[src/hw/usart_frame_map.svh]
// register offsets, field positions, reset values and timing counts of the usart frame control block
`ifndef USART_FRAME_MAP_SVH
`define USART_FRAME_MAP_SVH

// byte offsets on the register bus
`define OFS_CONTROL_A      5'h00
`define OFS_CONTROL_B      5'h04
`define OFS_INT_MASK       5'h08
`define OFS_INT_STATUS     5'h0C
`define OFS_SYNC_STATUS    5'h10
`define OFS_DATA           5'h14
`define OFS_BAUD           5'h18

// control_a fields
`define CONTROL_A_ENABLE_BIT   0
`define CONTROL_A_FRAME_FORMAT_FIELD_LSB     24
`define CONTROL_A_FRAME_FORMAT_FIELD_MSB     27
`define FRAME_FORMAT_FIELD_NO_PARITY     4'h0
`define FRAME_FORMAT_FIELD_WITH_PARITY   4'h1

// control_b fields
`define CONTROL_B_COLL_BIT     8
`define CONTROL_B_START_FRAME_DETECT_EN_BIT     9
`define CONTROL_B_ENC_BIT      10
`define CONTROL_B_PTYPE_BIT    13
`define CONTROL_B_TRANSMIT_ENABLE_BIT_BIT     16

// interrupt status and mask bits
`define INT_TXC_BIT        0
`define INT_RXC_BIT        1
`define INT_RXS_BIT        2
`define INT_PARITY_ERROR_FLAG_BIT       3
`define INT_COLL_BIT       4
`define INT_BITS           5

// sync status bits
`define SYNC_CONTROL_B_BIT     2
`define SYNC_TXBUSY_BIT    8
`define SYNC_RXBUSY_BIT    9

// reset values and timing
`define BAUD_RESET         16'h0010
`define TX_SYNC_CYCLES     3

`endif

[src/hw/usart_frame_pkg.sv]
// types shared by the usart frame control block
package usart_frame_pkg;

	typedef enum logic [2:0] {TX_IDLE, TX_START, TX_DATA, TX_PARITY, TX_STOP} tx_state_t;
	typedef enum logic [2:0] {RX_IDLE, RX_START, RX_DATA, RX_PARITY, RX_STOP} rx_state_t;

endpackage : usart_frame_pkg

[src/hw/bit_timer.sv]
// bit period timer: end-of-bit tick, mid-bit strobe and infrared pulse window
`timescale 1ns/1ps

module bit_timer #(
	parameter int WIDTH = 16
) (
	input  wire logic             clk,
	input  wire logic             rst_n,
	input  wire logic             restart,
	input  wire logic [WIDTH-1:0] divisor,
	output logic                  tick,
	output logic                  mid,
	output logic                  pulse
);

	logic [WIDTH-1:0] count;
	logic [WIDTH+1:0] pulse_len;

	// parameter limit, refused at elaboration
	if (WIDTH < 4)
		$error("bit_timer: WIDTH below 4 cannot hold a usable divisor");

	// cycle counter within one bit period
	always_ff @(posedge clk or negedge rst_n)
	begin
		if (!rst_n)
			count <= '0;
		else if (restart || tick)
			count <= '0;
		else
			count <= count + {{(WIDTH-1){1'b0}}, 1'b1};
	end

	// three sixteenths of the bit period
	assign pulse_len = ({2'b00, divisor} + {1'b0, divisor, 1'b0}) >> 4;

	assign tick  = (count >= divisor - {{(WIDTH-1){1'b0}}, 1'b1});
	assign mid   = (count == (divisor >> 1));
	assign pulse = ({2'b00, count} < pulse_len);

endmodule : bit_timer

[src/hw/usart_frame_control.sv]
// usart frame control: tx enable handshake, parity, infrared coding, start-of-frame wake, collision detect
//
// Behaviour
// RULE1: writing transmit enable one while enabled raises sync pending until transmitter runs
// RULE2: transmit enable reads zero while off or starting, one when on or waiting
// RULE3: transmit enable writes accepted whether or not the usart is enabled
// RULE4: parity type bit 13 selects even (0) or odd (1) when format is one
// RULE5: transmitter appends computed parity bit to every frame when parity enabled
// RULE6: receiver checks data plus parity bit, flags parity error on mismatch
// RULE7: encoding bit 10 selects plain (0) or infrared (1) line coding
// RULE8: start-of-frame bit 9 gates wake on start bit; zero disables it entirely
// RULE9: receive-complete and receive-start enables each allow wake, both may be set
// RULE10: software never sets start detect with both receive wake enables cleared
// RULE11: collision detect bit 8 enables collision check; these bits act without synchronisation (check runs only while encoding bit 10 is zero)
// RULE12: no parity check or parity error when format selects frames without parity
`timescale 1ns/1ps
`include "usart_frame_map.svh"

module usart_frame_control #(
	parameter int DATA_BITS = 8,
	parameter int BAUD_W    = 16
) (
	input  wire logic        clk,
	input  wire logic        rst_n,
	input  wire logic [4:0]  address,
	input  wire logic        read,
	input  wire logic        write,
	input  wire logic [3:0]  byteenable,
	input  wire logic [31:0] writedata,
	output logic      [31:0] readdata,
	output logic             waitrequest,
	input  wire logic        rxd,
	output logic             txd,
	output logic             irq,
	output logic             wake
);

	localparam int IDX_W = $clog2(DATA_BITS);

	logic                      usart_en;
	logic [3:0]                frame_format_field;
	logic                      collision_detect_en;
	logic                      start_frame_detect_en;
	logic                      irda_encoding_select;
	logic                      parity_type_select;
	logic                      transmit_enable_bit;
	logic                      tx_active;
	logic                      control_b_sync_pending;
	logic [1:0]                sync_cnt;
	logic [`INT_BITS-1:0]      int_mask;
	logic [`INT_BITS-1:0]      int_status;
	logic [`INT_BITS-1:0]      events;
	logic [BAUD_W-1:0]         baud_div;
	logic [DATA_BITS-1:0]      rx_data;
	logic [31:0]               next_readdata;
	logic                      wr_en;
	logic                      rd_en;
	logic                      parity_on;
	logic                      rxd_meta;
	logic                      rxd_s;
	logic                      rxd_prev;
	usart_frame_pkg::tx_state_t tx_state;
	usart_frame_pkg::rx_state_t rx_state;
	logic [DATA_BITS-1:0]      tx_shift;
	logic [IDX_W-1:0]          tx_idx;
	logic                      tx_par;
	logic                      tx_bit;
	logic                      tx_go;
	logic                      tx_tick;
	logic                      tx_mid;
	logic                      tx_pulse;
	logic [DATA_BITS-1:0]      rx_shift;
	logic [IDX_W-1:0]          rx_idx;
	logic                      rx_par;
	logic                      rx_bit;
	logic                      rx_restart;
	logic                      rx_tick;
	logic                      rx_mid;
	logic                      mid_sample;
	logic                      low_seen;
	logic                      ev_txc;
	logic                      ev_rxc;
	logic                      ev_rxs;
	logic                      ev_parity_error_flag;
	logic                      ev_coll;

	// parameter limits, refused at elaboration
	if (DATA_BITS < 5 || DATA_BITS > 9)
		$error("usart_frame_control: DATA_BITS must lie between 5 and 9");
	if (BAUD_W < 4 || BAUD_W > 32)
		$error("usart_frame_control: BAUD_W must lie between 4 and 32");

	// merge write data into a register under the byte enables
	function automatic logic [31:0] merge_be(input logic [31:0] old, input logic [31:0] wd, input logic [3:0] be);
		logic [31:0] m;
		m = {{8{be[3]}}, {8{be[2]}}, {8{be[1]}}, {8{be[0]}}};
		merge_be = (old & ~m) | (wd & m);
	endfunction : merge_be

	////////////////////////////////////////////////////////////////////////////
	// bus slave

	// one wait cycle, then answer; the access completes where waitrequest is low
	always_ff @(posedge clk or negedge rst_n)
	begin
		if (!rst_n)
			waitrequest <= 1'b1;
		else
			waitrequest <= !((read || write) && waitrequest);
	end

	assign wr_en = write && !waitrequest;
	assign rd_en = (read || write) && waitrequest;

	// read mux; unmapped offsets read zero
	always_comb
	begin
		next_readdata = 32'h0000_0000;
		case (address)
			`OFS_CONTROL_A:
			begin
				next_readdata[`CONTROL_A_ENABLE_BIT] = usart_en;
				next_readdata[`CONTROL_A_FRAME_FORMAT_FIELD_MSB:`CONTROL_A_FRAME_FORMAT_FIELD_LSB] = frame_format_field;
			end
			`OFS_CONTROL_B:
			begin
				next_readdata[`CONTROL_B_COLL_BIT]  = collision_detect_en;
				next_readdata[`CONTROL_B_START_FRAME_DETECT_EN_BIT]  = start_frame_detect_en;
				next_readdata[`CONTROL_B_ENC_BIT]   = irda_encoding_select;
				next_readdata[`CONTROL_B_PTYPE_BIT] = parity_type_select;
				next_readdata[`CONTROL_B_TRANSMIT_ENABLE_BIT_BIT]  = tx_active || (transmit_enable_bit && !usart_en); // RULE2
			end
			`OFS_INT_MASK:    next_readdata[`INT_BITS-1:0] = int_mask;
			`OFS_INT_STATUS:  next_readdata[`INT_BITS-1:0] = int_status;
			`OFS_SYNC_STATUS:
			begin
				next_readdata[`SYNC_CONTROL_B_BIT]  = control_b_sync_pending;
				next_readdata[`SYNC_TXBUSY_BIT] = (tx_state != usart_frame_pkg::TX_IDLE);
				next_readdata[`SYNC_RXBUSY_BIT] = (rx_state != usart_frame_pkg::RX_IDLE);
			end
			`OFS_DATA:        next_readdata[DATA_BITS-1:0] = rx_data;
			`OFS_BAUD:        next_readdata[BAUD_W-1:0] = baud_div;
			default:          next_readdata = 32'h0000_0000;
		endcase
	end

	// read data captured for the answer cycle
	always_ff @(posedge clk or negedge rst_n)
	begin
		if (!rst_n)
			readdata <= 32'h0000_0000;
		else if (rd_en)
			readdata <= read ? next_readdata : 32'h0000_0000;
	end

	////////////////////////////////////////////////////////////////////////////
	// configuration registers

	// control_a: usart enable and frame format
	always_ff @(posedge clk or negedge rst_n)
	begin
		logic [31:0] v;
		v = 32'h0000_0000;
		if (!rst_n)
		begin
			usart_en           <= 1'b0;
			frame_format_field <= `FRAME_FORMAT_FIELD_NO_PARITY;
		end
		else if (wr_en && address == `OFS_CONTROL_A)
		begin
			v = merge_be(next_readdata, writedata, byteenable);
			usart_en           <= v[`CONTROL_A_ENABLE_BIT];
			frame_format_field <= v[`CONTROL_A_FRAME_FORMAT_FIELD_MSB:`CONTROL_A_FRAME_FORMAT_FIELD_LSB];
		end
	end

	// control_b: taken at once, no enable protection, no synchronisation for the option bits
	always_ff @(posedge clk or negedge rst_n)
	begin
		logic [31:0] v;
		v = 32'h0000_0000;
		if (!rst_n)
		begin
			collision_detect_en   <= 1'b0;
			start_frame_detect_en <= 1'b0;
			irda_encoding_select  <= 1'b0;
			parity_type_select    <= 1'b0;
			transmit_enable_bit   <= 1'b0;
		end
		else if (wr_en && address == `OFS_CONTROL_B) // RULE3
		begin
			v = merge_be({15'h0000, transmit_enable_bit, next_readdata[15:0]}, writedata, byteenable);
			collision_detect_en   <= v[`CONTROL_B_COLL_BIT];  // RULE11
			start_frame_detect_en <= v[`CONTROL_B_START_FRAME_DETECT_EN_BIT];  // RULE8
			irda_encoding_select  <= v[`CONTROL_B_ENC_BIT];   // RULE7
			parity_type_select    <= v[`CONTROL_B_PTYPE_BIT]; // RULE4
			transmit_enable_bit   <= v[`CONTROL_B_TRANSMIT_ENABLE_BIT_BIT];
		end
	end

	// mask and baud divisor
	always_ff @(posedge clk or negedge rst_n)
	begin
		logic [31:0] v;
		v = 32'h0000_0000;
		if (!rst_n)
		begin
			int_mask <= '0;
			baud_div <= BAUD_W'(`BAUD_RESET);
		end
		else if (wr_en)
		begin
			v = merge_be(next_readdata, writedata, byteenable);
			if (address == `OFS_INT_MASK)
				int_mask <= v[`INT_BITS-1:0];
			if (address == `OFS_BAUD && v[BAUD_W-1:0] > BAUD_W'(3))
				baud_div <= v[BAUD_W-1:0];
		end
	end

	////////////////////////////////////////////////////////////////////////////
	// transmitter enable handshake

	// transmitter follows the request after a fixed settling delay
	always_ff @(posedge clk or negedge rst_n)
	begin
		if (!rst_n)
		begin
			tx_active <= 1'b0;
			sync_cnt  <= 2'h0;
		end
		else if ((transmit_enable_bit && usart_en) == tx_active)
			sync_cnt <= 2'h0;
		else if (sync_cnt == 2'(`TX_SYNC_CYCLES - 1))
		begin
			tx_active <= transmit_enable_bit && usart_en;
			sync_cnt  <= 2'h0;
		end
		else
			sync_cnt <= sync_cnt + 2'h1;
	end

	// pending flag from an enabling write until the transmitter runs; a new write wins
	always_ff @(posedge clk or negedge rst_n)
	begin
		if (!rst_n)
			control_b_sync_pending <= 1'b0;
		else if (wr_en && address == `OFS_CONTROL_B && byteenable[2] && writedata[`CONTROL_B_TRANSMIT_ENABLE_BIT_BIT] && usart_en)
			control_b_sync_pending <= 1'b1; // RULE1
		else if (tx_active || !usart_en)
			control_b_sync_pending <= 1'b0; // RULE1
	end

	////////////////////////////////////////////////////////////////////////////
	// receive pin synchroniser and bit timers

	always_ff @(posedge clk or negedge rst_n)
	begin
		if (!rst_n)
		begin
			rxd_meta <= 1'b1;
			rxd_s    <= 1'b1;
			rxd_prev <= 1'b1;
		end
		else
		begin
			rxd_meta <= rxd;
			rxd_s    <= rxd_meta;
			rxd_prev <= rxd_s;
		end
	end

	bit_timer #(.WIDTH(BAUD_W)) tx_timer (
		.clk     (clk),
		.rst_n   (rst_n),
		.restart (tx_go),
		.divisor (baud_div),
		.tick    (tx_tick),
		.mid     (tx_mid),
		.pulse   (tx_pulse)
	);

	bit_timer #(.WIDTH(BAUD_W)) rx_timer (
		.clk     (clk),
		.rst_n   (rst_n),
		.restart (rx_restart),
		.divisor (baud_div),
		.tick    (rx_tick),
		.mid     (rx_mid),
		.pulse   ()
	);

	////////////////////////////////////////////////////////////////////////////
	// transmitter

	assign parity_on = (frame_format_field == `FRAME_FORMAT_FIELD_WITH_PARITY);
	assign tx_go = wr_en && address == `OFS_DATA && tx_active && tx_state == usart_frame_pkg::TX_IDLE;

	// current line bit of the frame
	always_comb
	begin
		case (tx_state)
			usart_frame_pkg::TX_START:  tx_bit = 1'b0;
			usart_frame_pkg::TX_DATA:   tx_bit = tx_shift[0];
			usart_frame_pkg::TX_PARITY: tx_bit = tx_par;
			default:                    tx_bit = 1'b1;
		endcase
	end

	assign ev_coll = collision_detect_en && !irda_encoding_select && tx_mid && // RULE11
		tx_state != usart_frame_pkg::TX_IDLE && rxd_s != tx_bit;
	assign ev_txc = tx_state == usart_frame_pkg::TX_STOP && tx_tick;

	// frame sequencer; a collision drops the frame
	always_ff @(posedge clk or negedge rst_n)
	begin
		if (!rst_n)
		begin
			tx_state <= usart_frame_pkg::TX_IDLE;
			tx_shift <= '0;
			tx_idx   <= '0;
			tx_par   <= 1'b0;
		end
		else if (tx_go)
		begin
			tx_state <= usart_frame_pkg::TX_START;
			tx_shift <= writedata[DATA_BITS-1:0];
			tx_par   <= (^writedata[DATA_BITS-1:0]) ^ parity_type_select; // RULE5
			tx_idx   <= '0;
		end
		else if (ev_coll || !tx_active)
			tx_state <= usart_frame_pkg::TX_IDLE;
		else if (tx_tick)
		begin
			case (tx_state)
				usart_frame_pkg::TX_START:
					tx_state <= usart_frame_pkg::TX_DATA;
				usart_frame_pkg::TX_DATA:
				begin
					tx_shift <= tx_shift >> 1;
					tx_idx   <= tx_idx + {{(IDX_W-1){1'b0}}, 1'b1};
					if (tx_idx == IDX_W'(DATA_BITS - 1))
						tx_state <= parity_on ? usart_frame_pkg::TX_PARITY : usart_frame_pkg::TX_STOP; // RULE5
				end
				usart_frame_pkg::TX_PARITY:
					tx_state <= usart_frame_pkg::TX_STOP;
				default:
					tx_state <= usart_frame_pkg::TX_IDLE;
			endcase
		end
	end

	// line driver: plain level or short low pulse per zero bit
	always_ff @(posedge clk or negedge rst_n)
	begin
		if (!rst_n)
			txd <= 1'b1;
		else if (irda_encoding_select)
			txd <= !(!tx_bit && tx_pulse); // RULE7
		else
			txd <= tx_bit;
	end

	////////////////////////////////////////////////////////////////////////////
	// receiver

	assign rx_restart = usart_en && rx_state == usart_frame_pkg::RX_IDLE && rxd_prev && !rxd_s;
	assign ev_rxs = rx_restart;
	assign rx_bit = irda_encoding_select ? !low_seen : mid_sample; // RULE7
	assign ev_rxc = rx_state == usart_frame_pkg::RX_STOP && rx_tick;
	assign ev_parity_error_flag = ev_rxc && parity_on && ((^rx_shift) ^ rx_par) != parity_type_select; // RULE6 RULE12

	// mid-bit sample and infrared pulse catcher
	always_ff @(posedge clk or negedge rst_n)
	begin
		if (!rst_n)
		begin
			mid_sample <= 1'b1;
			low_seen   <= 1'b0;
		end
		else
		begin
			if (rx_mid)
				mid_sample <= rxd_s;
			if (rx_tick || rx_restart)
				low_seen <= 1'b0;
			else if (!rxd_s)
				low_seen <= 1'b1;
		end
	end

	// frame sequencer
	always_ff @(posedge clk or negedge rst_n)
	begin
		if (!rst_n)
		begin
			rx_state <= usart_frame_pkg::RX_IDLE;
			rx_shift <= '0;
			rx_idx   <= '0;
			rx_par   <= 1'b0;
		end
		else if (rx_restart)
		begin
			rx_state <= usart_frame_pkg::RX_START;
			rx_idx   <= '0;
		end
		else if (!usart_en)
			rx_state <= usart_frame_pkg::RX_IDLE;
		else if (rx_state == usart_frame_pkg::RX_START && rx_mid && !irda_encoding_select && rxd_s)
			rx_state <= usart_frame_pkg::RX_IDLE; // false start
		else if (rx_tick)
		begin
			case (rx_state)
				usart_frame_pkg::RX_START:
					rx_state <= usart_frame_pkg::RX_DATA;
				usart_frame_pkg::RX_DATA:
				begin
					rx_shift <= {rx_bit, rx_shift[DATA_BITS-1:1]};
					rx_idx   <= rx_idx + {{(IDX_W-1){1'b0}}, 1'b1};
					if (rx_idx == IDX_W'(DATA_BITS - 1))
						rx_state <= parity_on ? usart_frame_pkg::RX_PARITY : usart_frame_pkg::RX_STOP; // RULE12
				end
				usart_frame_pkg::RX_PARITY:
				begin
					rx_par   <= rx_bit;
					rx_state <= usart_frame_pkg::RX_STOP;
				end
				default:
					rx_state <= usart_frame_pkg::RX_IDLE;
			endcase
		end
	end

	// received word holding register
	always_ff @(posedge clk or negedge rst_n)
	begin
		if (!rst_n)
			rx_data <= '0;
		else if (ev_rxc)
			rx_data <= rx_shift;
	end

	////////////////////////////////////////////////////////////////////////////
	// interrupts and wake

	always_comb
	begin
		events = '0;
		events[`INT_TXC_BIT]  = ev_txc;
		events[`INT_RXC_BIT]  = ev_rxc;
		events[`INT_RXS_BIT]  = ev_rxs;
		events[`INT_PARITY_ERROR_FLAG_BIT] = ev_parity_error_flag; // RULE6
		events[`INT_COLL_BIT] = ev_coll;
	end

	// sticky flags, write one to clear, a new event wins over the clear
	always_ff @(posedge clk or negedge rst_n)
	begin
		if (!rst_n)
			int_status <= '0;
		else if (wr_en && address == `OFS_INT_STATUS && byteenable[0])
			int_status <= (int_status & ~writedata[`INT_BITS-1:0]) | events;
		else
			int_status <= int_status | events;
	end

	// level interrupt while any unmasked flag is set
	always_ff @(posedge clk or negedge rst_n)
	begin
		if (!rst_n)
			irq <= 1'b0;
		else
			irq <= |(int_status & int_mask);
	end

	// wake pulse on enabled start or completion; reserved setting wakes on nothing
	always_ff @(posedge clk or negedge rst_n)
	begin
		if (!rst_n)
			wake <= 1'b0;
		else
			wake <= start_frame_detect_en && // RULE8 RULE10
				((int_mask[`INT_RXS_BIT] && ev_rxs) || (int_mask[`INT_RXC_BIT] && ev_rxc)); // RULE9
	end

endmodule : usart_frame_control

[config.mk]
export PLATFORM = sky130hd
export DESIGN_NAME = usart_frame_control
export DESIGN_NICKNAME = d
export VERILOG_FILES = /design/src/hw/usart_frame_pkg.sv /design/src/hw/bit_timer.sv /design/src/hw/usart_frame_control.sv
export VERILOG_INCLUDE_DIRS = /design/src /design/src/hw
export SDC_FILE = /design/constraint.sdc
export NUM_CORES = 1
export LEC_CHECK = 0
export BUFFER_PORTS_ARGS = -buffer_cell sky130_fd_sc_hd__buf_2
export CORE_AREA = 3 3 118 166
export CTS_BUF_LIST = sky130_fd_sc_hd__clkbuf_4 sky130_fd_sc_hd__clkbuf_8
export DETAILED_ROUTE_END_ITERATION = 10
export DIE_AREA = 0 0 121 169
export PLACE_DENSITY = 0.68
export SLEW_MARGIN = 20
export SYNTH_ARGS = -nofsm -noshare
export SYNTH_HDL_FRONTEND = slang
export SYNTH_SLANG_ARGS = --single-unit
[constraint.sdc]
create_clock -name clk -period 4.9 [get_ports clk]
set_clock_uncertainty 0.15 [all_clocks]
set_input_delay 0.245 -clock clk [delete_from_list [all_inputs] [get_ports clk]]
set_output_delay 0.245 -clock clk [all_outputs]
set_load 0.01 [all_outputs]
## After elaboration in Yosys (flattened, before gate mapping)

Cells that the tools add are included.

| word-level totals | value |
|---|---|
| register bits after elaboration | 151 |
| input port bits | 46 |
| output and inout port bits | 36 |
| word-level logic and storage cells | 213 |

| operators by class | value |
|---|---|
| add/sub/neg operators | 7 |
| $lt $le $gt $ge | 4 |
| equal/unequal tests | 29 |
| mux-type cells | 50 |
| bitwise logic cells | 16 |
| reduce and logical (&&, ||, !) cells | 73 |

Operators by type and width:

| cell | number |
|---|---|
| 2-to-1 mux 3 bit | 19 |
| bitwise AND 28 bit | 2 |
| logical AND 1 bit | 33 |
| adder 16 x 1 -> 16 bit (second input constant) | 2 |
| == test 16 x 15 -> 1 bit | 2 |
| >= comparator 16 bit | 2 |
| 2-to-1 mux 16 bit | 2 |
| 2-to-1 mux 8 bit | 4 |
| 2-to-1 mux 28 bit | 1 |
| inverter 28 bit | 1 |
| bitwise OR 28 bit | 1 |
| adder 16 x 17 -> 18 bit | 1 |
| one-hot mux 3 bit (3 select lines) | 2 |
| bitwise AND 17 bit | 1 |
| bitwise OR 17 bit | 1 |
| greater-than comparator 16 x 2 -> 1 bit (second input constant) | 1 |
| less-than comparator 16 x 14 -> 1 bit | 1 |
| parity 8 bit | 2 |
| subtractor 16 x 1 -> 16 bit (second input constant) | 1 |
| == test 5 bit (second input constant) | 3 |
| == test 3 x 2 -> 1 bit (second input constant) | 4 |
| == test 3 bit (second input constant) | 4 |
| nonzero test 2 bit | 6 |
| bitwise AND 5 bit | 2 |
| 39 further kinds | 81 |

## Logic depth before layout (Yosys ltp)

Gate-level depths: netlist of the first run.

| logic depth | value |
|---|---|
| word-level depth | 9 |
| gate-level depth with buffers | 19 |
| gate-level depth less buffers | 18 |

## Hierarchy

A second synthesis of the first run with hierarchy kept.

| second synthesis, totals | value |
|---|---|
| cell total of the unflattened synthesis | 1136 |
| area total of the unflattened synthesis | 10943.0 µm² |

By module, submodules not included:

| module | instances | cells each | area each (µm²) | sequential area each (µm²) |
|---|---|---|---|---|
| usart_frame_control | 1 | 489 | 5272.6 | 2711.4 |
| bit_timer at rx_timer | 1 | 330 | 2845.2 | 400.4 |
| bit_timer at tx_timer | 1 | 317 | 2825.2 | 400.4 |

## Worst setup path after synthesis of the first run

No wires, ideal clock.

| timing | value |
|---|---|
| path kind | flip-flop to flip-flop |
| start point | register baud_div[2] |
| end point | register rx_data[1] |
| library setup time | 0.125 ns |
| data arrival time | 3.592 ns |
| required time | 4.625 ns |
| slack | 1.033 ns |
| stages on the path, launching flop included | 19 |
| path buffers | 2 |
| clock period less this slack | 3.867 ns |
| path through | dfrtp_1 -> clkbuf_1 -> inv_1 -> ha_1 -> and2_1 -> o211a_1 -> nor2_1 -> nand3_1 -> xnor2_1 -> ha_1 -> a21oi_1 -> nor2b_1 -> o21ai_0 -> nand2b_1 -> a2111oi_2 -> o21ai_1 -> nand4_1 -> buf_4 -> mux2_2 |

| on the way | value |
|---|---|
| word-level cells in the longest chain between the ends | 3 |

RTL lines:

| item | RTL line | RTL |
|---|---|---|
| start: declaration | usart_frame_control.sv:53 | `logic [BAUD_W-1:0] baud_div;` |
| start signal: assignment | usart_frame_control.sv:209 | `` baud_div <= BAUD_W'(`BAUD_RESET); `` |
| start signal: assignment | usart_frame_control.sv:217 | `baud_div <= v[BAUD_W-1:0];` |
| subtractor 16 x 1 -> 16 bit | bit_timer.sv:37 | `assign tick = (count >= divisor - {{(WIDTH-1){1'b0}}, 1'b1});` |
| >= comparator 16 bit | bit_timer.sv:37 |  |
| logical AND 1 bit | usart_frame_control.sv:370 | `assign ev_rxc = rx_state == usart_frame_pkg::RX_STOP && rx_tick;` |
| end signal: assignment | usart_frame_control.sv:440 | `rx_data <= rx_shift;` |
| end: declaration | usart_frame_control.sv:54 | `logic [DATA_BITS-1:0] rx_data;` |

Every way passes these cells.
A chain may end at the register's enable or synchronous reset.

## Worst setup path in the final report of the first run

| timing | value |
|---|---|
| start point | register baud_div[4] |
| end point | register rx_data[2] |

The elaborated chain is that of the path after synthesis.

==> results of run 1 <==
per-layer routing:
layer / vias to the layer above / share of wire (%)
li1: 3365 / -
met1: 3445 / 40
met2: 191 / 51
met3: 75 / 3.3
met4: 0 / 5.8
met5: - / 0
placed cells by master (no fill, tap or decap), types with 8 or more instances in the layout:
master and n:
sky130_fd_sc_hd__conb_1 11, sky130_fd_sc_hd__a31oi_1 10, sky130_fd_sc_hd__nand2_1 77, sky130_fd_sc_hd__nor2b_1 9, sky130_fd_sc_hd__nand2b_1 10, sky130_fd_sc_hd__and2_1 10
sky130_fd_sc_hd__buf_2 58, sky130_fd_sc_hd__inv_1 32, sky130_fd_sc_hd__o21ai_0 44, sky130_fd_sc_hd__clkbuf_8 17, sky130_fd_sc_hd__xor2_1 43, sky130_fd_sc_hd__dlygate4sd3_1 22
sky130_fd_sc_hd__dfrtp_1 133, sky130_fd_sc_hd__nand3_1 27, sky130_fd_sc_hd__mux2_4 8, sky130_fd_sc_hd__mux2i_1 8, sky130_fd_sc_hd__ha_1 81, sky130_fd_sc_hd__nor3_1 14
sky130_fd_sc_hd__xnor2_1 55, sky130_fd_sc_hd__a22o_1 25, sky130_fd_sc_hd__mux2_2 35, sky130_fd_sc_hd__a21oi_1 34, sky130_fd_sc_hd__nand4_1 16, sky130_fd_sc_hd__nor2_1 71
sky130_fd_sc_hd__and3_1 11, sky130_fd_sc_hd__a21o_1 14
power breakdown:
part	switching [mW]	internal (mW)	leakage, nW
Combinational	0.500	0.395	2.89
Clock	0.508	0.419	0.190
Sequential	0.131	1.23	1.76
Total	1.14	2.04	4.84
cell families (layout without fill, tap and decap cells):
logic type / Yosys count / in the layout / synth area share [%]
flip-flops: 140 / 140 / 38.74
AND/OR/NAND/NOR: 282 / 282 / 15.86
multiplexers: 54 / 54 / 6.929
other: 1 / 11 / 0.04137
adder cells (fa/ha/maj): 81 / 81 / 11.18
AO/OA/AOI/OAI: 178 / 178 / 13.57
buffers and inverters: 78 / 152 / 4.210
XOR/XNOR: 98 / 98 / 9.469
worst min path at each step:
stage                        from                    to  cells after the start
floorplan                   rst_n             async pin                      0
global placement         rxd_meta                 rxd_s                      0
detailed placement       rxd_meta                 rxd_s                      0
CTS                 writedata[10]          baud_div[10]                      4
global route        writedata[10]  irda_encoding_select                      3
finish              byteenable[1]          baud_div[11]                      3
worst min-delay path: cells and delay by family:
kind                   cells  cell delay, ns
AOI/OAI and AO/OA          1            0.07
buffers and inverters      1            0.18
and+or+nand+nor            1            0.09
what timing repair did:
action | in CTS | in global routing
hold endpoints to repair | 118 | 0
resized for setup | 0 | 0
hold buffers | 22 | 0
buffers inserted | 0 | 0
state kept, by name, indices dropped and copies added, names as in the netlist, 2 cells and up, named ones only:
register	cells
rx_timer.count	16
rx_shift	8
frame_format_field	4
rx_idx	3
baud_div	16
tx_state	3
tx_idx	3
readdata	21
sync_cnt	2
int_mask	5
tx_shift	8
rx_data	8
tx_timer.count	16
rx_state	3
int_status	5
metrics by stage:
stage / area [sq um] / hold WS [ns] / instances / setup WS [ns]
floorplan: 9102 / -0.2006 / 922 / 1.033
global placement: 9500 / 0.1968 / 1186 / 0.4066
detailed placement: 9504 / 0.1973 / 1186 / 0.3495
CTS: 10110 / 0.005217 / 1240 / 0.3302
global route: 10110 / 0.04263 / 1240 / 0.03741
finish: 10110 / 0.02416 / 1240 / 0.2763
area by class of cell:
type                    instances  area, sq um
fillers                      1608         8270
multi-input cells             704         5213
flip-flops and latches        140         3512
repair buffers                 88        574.3
well taps                     244        305.3
clock buffers                  17        234.0
clock inverters                15        152.6
inverters                      32        120.1
==> results.json, run 1 <==
{
  "cell_count_after_synthesis": 912,
  "total_routed_wirelength_um": 23080,
  "ys_seq_elements": 140,
  "routedWlPerCell_um": 18.61,
  "hold_path_class": "in2reg",
  "insertion_delay_ns": 0.46,
  "via_per_inst": 5.706,
  "root_buffer": "sky130_fd_sc_hd__clkbuf_8",
  "die-area_sq_mm": 0.02045,
  "antennaDiodeCount": 0,
  "floorplan.die.height_um": 169,
  "grt.met2_usage_pct": 40.80,
  "synth.yosys.seq_area_share_pct": 38.74,
  "drt_drc_violations_left": 0,
  "gr-max-usage-layer": "met2",
  "largest_area_contributor_in_the_synthesized_netlist": "sky130_fd_sc_hd__dfrtp_1",
  "timing_worst_slew_pin_value_ns": 0.9361,
  "finish.net_count": 1110,
  "vdd.ir_drop.worst_uv": 188.9,
  "leakage_nw": 4.841,
  "h-tree-depth": 4,
  "antenna_found_initial": 0,
  "floorplan.die.width_um": 121,
  "layout-area-overhead-vs-synth_pct": 11.54,
  "clock_sinks": 140,
  "per_instance_average_area_after_synthesis_sq_um": 9.940,
  "crit_path_end_kind": "flop",
  "ant_nets": 0,
  "run_status": "finished, final reports clean",
  "power.total_mw": 3.182,
  "gp_congestion": 0.8907,
  "final_util_pct": 55.01,
  "grt_pass1_vias": 7190,
  "startpoint_of_the_most_critical_register_to_register_path": "baud_div[4]",
  "use_met3_pct": 2.607,
  "final_layout_size_suffix_gt1_share_pct": 17.17,
  "clock_tree_from_tritoncts": "done",
  "path_class": "reg2reg",
  "clockBufferDepth": 2,
  "asyncSetResetFlopFracSynth_pct": 100.0,
  "slew_viol_final": 0,
  "clock_transition_at_the_registers_of_the_reported_paths_ns": 0.08,
  "period_minus_slack_ns": 4.624,
  "detailroute.via_count": 7076,
  "yosys_most_used_dff": "sky130_fd_sc_hd__dfrtp_1",
  "met1_usage_pct": 26.33,
  "final.period_utilization_pct": 94.36,
  "critical_path_cell_count": 16,
  "timing.reg2reg.worst_path_depth": 16,
  "critPathMaxStageDelay_ns": 0.63,
  "worst_r2r_endpoint": "rx_data[2]",
  "grt_util_all_layers_pct": 22.95,
  "warnings_from_yosys": 0,
  "crit_chain": "inv_1 > ha_1 > nand2b_1 > o211a_1 > nor2_1 > nand3_1 > xnor2_1 > ha_1 > a21oi_1 > nor2b_1 > o21ai_0 > nand2b_1 > a2111oi_2 > o21ai_1 > nand4_1 > mux2_2",
  "timing.fmax_mhz": 216.3,
  "crit_family": "compound AO/OA/AOI/OAI gates",
  "path_buf_inv": 1,
  "rows": 59,
  "synthDominantCellAreaShare_pct": 36.71,
  "synth_edf_count": 0,
  "final-hold-violation-count": 0,
  "grt_max_degree": 102,
  "crit_path_start": "baud_div[4]",
  "required_ns": 5.09,
  "synthMostInstantiatedCell": "sky130_fd_sc_hd__dfrtp_1",
  "core_area_sq_mm": 0.01838,
  "mappedNetlistArea_sq_mm": 0.009065,
  "start_util_pct": 49.32,
  "reg2reg_setup_slack_ns": 0.28,
  "numCtsBuffers": 17,
  "maxSlewHeadroom_pct": 37.60,
  "setup_viol_count_final": 0,
  "portbufs": 59,
  "fin_tns_setup_ns": 0,
  "netlist_top_cells_area": "sky130_fd_sc_hd__dfrtp_1 37%, sky130_fd_sc_hd__ha_1 11%, sky130_fd_sc_hd__xnor2_1 5.3%",
  "ys_types": 74,
  "grt_overflow": 0,
  "firstDrtPassIters": 5,
  "path_max_fanout": 9,
  "io-pin-count": 82,
  "powerDensity_mw_per_mm2": 314.7,
  "crit_path_end": "rx_data[2]",
  "data_arrival_at_the_endpoint_of_the_critical_path_ns": 4.82,
  "critPathLaunchType": "flop",
  "cap_violations": 0,
  "crit_slowest_cell": "sky130_fd_sc_hd__dfstp_2",
  "wire_length_of_the_first_global_routing_pass_um": 36850,
  "synthTopCellsByCount": "133 x sky130_fd_sc_hd__dfrtp_1, 81 x sky130_fd_sc_hd__ha_1, 77 x sky130_fd_sc_hd__nand2_1",
  "initialDrtViolationCount": 463,
  "grt_setup_unrepaired": "false",
  "detailed_place_hpwl_um": 17740
}
No activity file was read; power rests on OpenSTA's default activity.
==> run 2: changes to the inputs <==
CELL_PAD_IN_SITES_DETAIL_PLACEMENT = 2   (was default)
CELL_PAD_IN_SITES_GLOBAL_PLACEMENT = 2   (was default)
CORE_AREA = 3 3 132 185   (was 3 3 118 166)
DIE_AREA = 0 0 135 188   (was 0 0 121 169)
PLACE_DENSITY = 0.81   (was 0.68)
==> run 2 against run 1 <==
  * Worst setup slack better by 0.034 ns
  * Die area rose by 24%
  * Sequential power about the same
  * Utilization fell by 11 points
  * Non-clock buffer count shrank 2
  * Clock power grew 2.5%
  * Total power is 3.4% higher
  * Global-route usage grew 1.9 points
  * Register-to-register slack gained 0.03 ns
  * Fmax is 0.74% higher
  * Final cell count is 4.8% higher
  * Critical path depth did not move
==> results.json, run 2 (synthesis gave the netlist of run 1 again) <==
{
  "run_status": "finished, final reports clean",
  "detailed_place_hpwl_um": 22410,
  "worst_hold_path.endpoint": "baud_div[12]",
  "maxSlewHeadroom_pct": 33.70,
  "timing.reg2reg.worst_path_depth": 16,
  "gp_congestion": 0.8642,
  "start_util_pct": 39.35,
  "final_area_sq_mm": 0.01017,
  "grt_pass1_vias": 8351,
  "critPathMaxStageDelay_ns": 0.63,
  "initialDrtViolationCount": 350,
  "data_arrival_at_the_endpoint_of_the_critical_path_ns": 4.79,
  "path_max_fanout": 6,
  "comb_power_share_pct": 29.1,
  "insertion_delay_ns": 0.47,
  "powerDensity_mw_per_mm2": 323.2,
  "setup_viol_count_final": 0,
  "clock_power_share_pct": 28.9,
  "grt_max_degree": 102,
  "path_class": "reg2reg",
  "crit_slowest_cell": "sky130_fd_sc_hd__dfstp_2",
  "clock_sinks": 140,
  "required_ns": 5.10,
  "firstDrtPassIters": 4,
  "cap_violations": 0,
  "worstHoldStart": "byteenable[1]",
  "clock_tree_from_tritoncts": "done",
  "path_buf_inv": 1,
  "power_switching_mw": 1.205,
  "reg2reg_setup_slack_ns": 0.31,
  "h-tree-depth": 4,
  "startpoint_of_the_most_critical_register_to_register_path": "baud_div[4]",
  "core_area_sq_mm": 0.02304,
  "final_util_pct": 44.16,
  "fin_tns_setup_ns": 0,
  "die-area_sq_mm": 0.02538,
  "ant_nets": 0,
  "io-pin-count": 82,
  "grt_overflow": 0,
  "period_minus_slack_ns": 4.590,
  "largest_register": "readdata",
  "hold_path_class": "in2reg",
  "timing.hold.worst_path_depth": 3,
  "antenna_found_initial": 0,
  "drt_drc_violations_left": 0,
  "fillers": 2453,
  "slew_viol_final": 0,
  "rows": 66,
  "routedWlPerCell_um": 23.54,
  "final.period_utilization_pct": 93.66,
  "vdd.ir_drop.worst_uv": 189.5,
  "layout-area-overhead-vs-synth_pct": 12.24,
  "timing.fmax_mhz": 217.9,
  "crit_path_end_kind": "flop",
  "clockBufferDepth": 2,
  "worst_r2r_endpoint": "rx_state[0]",
  "internal-power_mw": 2.084,
  "portbufs": 59,
  "crit_family": "compound AO/OA/AOI/OAI gates",
  "power_frac_seq_pct": 42.0,
  "via_per_inst": 5.643,
  "crit_chain": "inv_1 > ha_1 > nand2b_1 > o211a_1 > nor2_1 > nand3_1 > xnor2_1 > ha_1 > a21oi_1 > nor2b_1 > o21ai_0 > nand2b_1 > a2111oi_2 > o21ai_1 > a31oi_1 > mux2_2",
  "power.share.switching_pct": 36.65,
  "final_layout_size_suffix_gt1_share_pct": 17.30,
  "wire_length_of_the_first_global_routing_pass_um": 48310,
  "antennaDiodeCount": 0,
  "floorplan.die.width_um": 135,
  "layout.cells.most_common": "sky130_fd_sc_hd__dfrtp_1",
  "floorplan.die.height_um": 188,
  "placedInstanceArea_sq_mm": 0.009585,
  "largest_register_ffs": 21,
  "leakage_nw": 4.844,
  "numCtsBuffers": 17,
  "total_routed_wirelength_um": 30600,
  "final-hold-violation-count": 0,
  "clock_transition_at_the_registers_of_the_reported_paths_ns": 0.09,
  "grt_setup_unrepaired": "false",
  "critPathLaunchType": "flop",
  "timing_worst_slew_pin_value_ns": 0.9945,
  "grt_util_all_layers_pct": 24.82,
  "detailroute.via_count": 7336,
  "root_buffer": "sky130_fd_sc_hd__clkbuf_8",
  "layout_common_cells": "133 x sky130_fd_sc_hd__dfrtp_1, 81 x sky130_fd_sc_hd__ha_1, 77 x sky130_fd_sc_hd__nand2_1, 71 x sky130_fd_sc_hd__nor2_1, 58 x sky130_fd_sc_hd__buf_2",
  "finish.net_count": 1108
}
## run 2: through the flow
step,total power [mW],instances,setup WS [ns],hold WS [ns]
finish,3.289,1300,0.3105,0.04092
global route,3.504,1300,0.01891,0.02931
CTS,3.321,1299,0.1100,0.01086
detailed placement,2.333,1249,0.1870,0.2034
global placement,2.285,1249,0.3505,0.1981
floorplan,1.989,922,1.033,-0.2006
## run 2: worst max-delay path by stage
stage | depth (start not counted) | startpoint | endpoint | slack (ns)
after floorplan | 18 | baud_div[2] | rx_data[1] | 1.03
after CTS | 16 | baud_div[4] | rx_data[7] | 0.11
after global routing | 17 | baud_div[1] | rx_data[1] | 0.02
final | 16 | baud_div[4] | rx_state[0] | 0.31
after global placement | 16 | baud_div[4] | rx_data[1] | 0.35
after detailed placement | 16 | baud_div[4] | rx_data[1] | 0.19
## run 2: final cells by class
class | count | area (sq um) | area share, %
multi-input cells | 704 | 5209 | 51.19
flip-flops and latches | 140 | 3512 | 34.52
repair buffers | 86 | 561.8 | 5.521
well taps | 306 | 382.9 | 3.763
clock buffers | 21 | 282.8 | 2.779
inverters | 32 | 120.1 | 1.181
clock inverters | 11 | 106.4 | 1.045
## run 2: tightest hold or removal path: cells and delay by family
| kind | cells | cell delay [ns] |
|---|---|---|
| AO/OA/AOI/OAI | 1 | 0.08 |
| buffers and inverters | 1 | 0.19 |
| AND/OR/NAND/NOR | 1 | 0.09 |
## run 2: timing repair
item / in CTS / in global routing
gates resized for setup: 0 / 0
hold buffers: 18 / 0
hold endpoints to repair: 112 / 0
endpoints found under the setup margin: 0 / 10
buffers inserted: 0 / 1
## run 2: per-layer routing
metal  part of all wire, %  track usage (%)  vias to the layer above  wire length, um
met5                     0                0                        -                0
met4                   5.2            12.65                        0             1589
met3                   2.9            3.570                       75              893
met2                    54            46.30                      176            16600
met1                    38            26.80                     3734            11520
li1                      -                -                     3351                -
## run 2: power by group through the flow
stage / Sequential [mW] / Combinational [mW] / Clock, mW
after global placement: 1.39 / 0.891 / 0
after detailed placement: 1.40 / 0.933 / 0
after CTS: 1.38 / 0.963 / 0.979
after global routing: 1.39 / 1.08 / 1.03
final: 1.38 / 0.959 / 0.950
after floorplan: 1.33 / 0.658 / 0
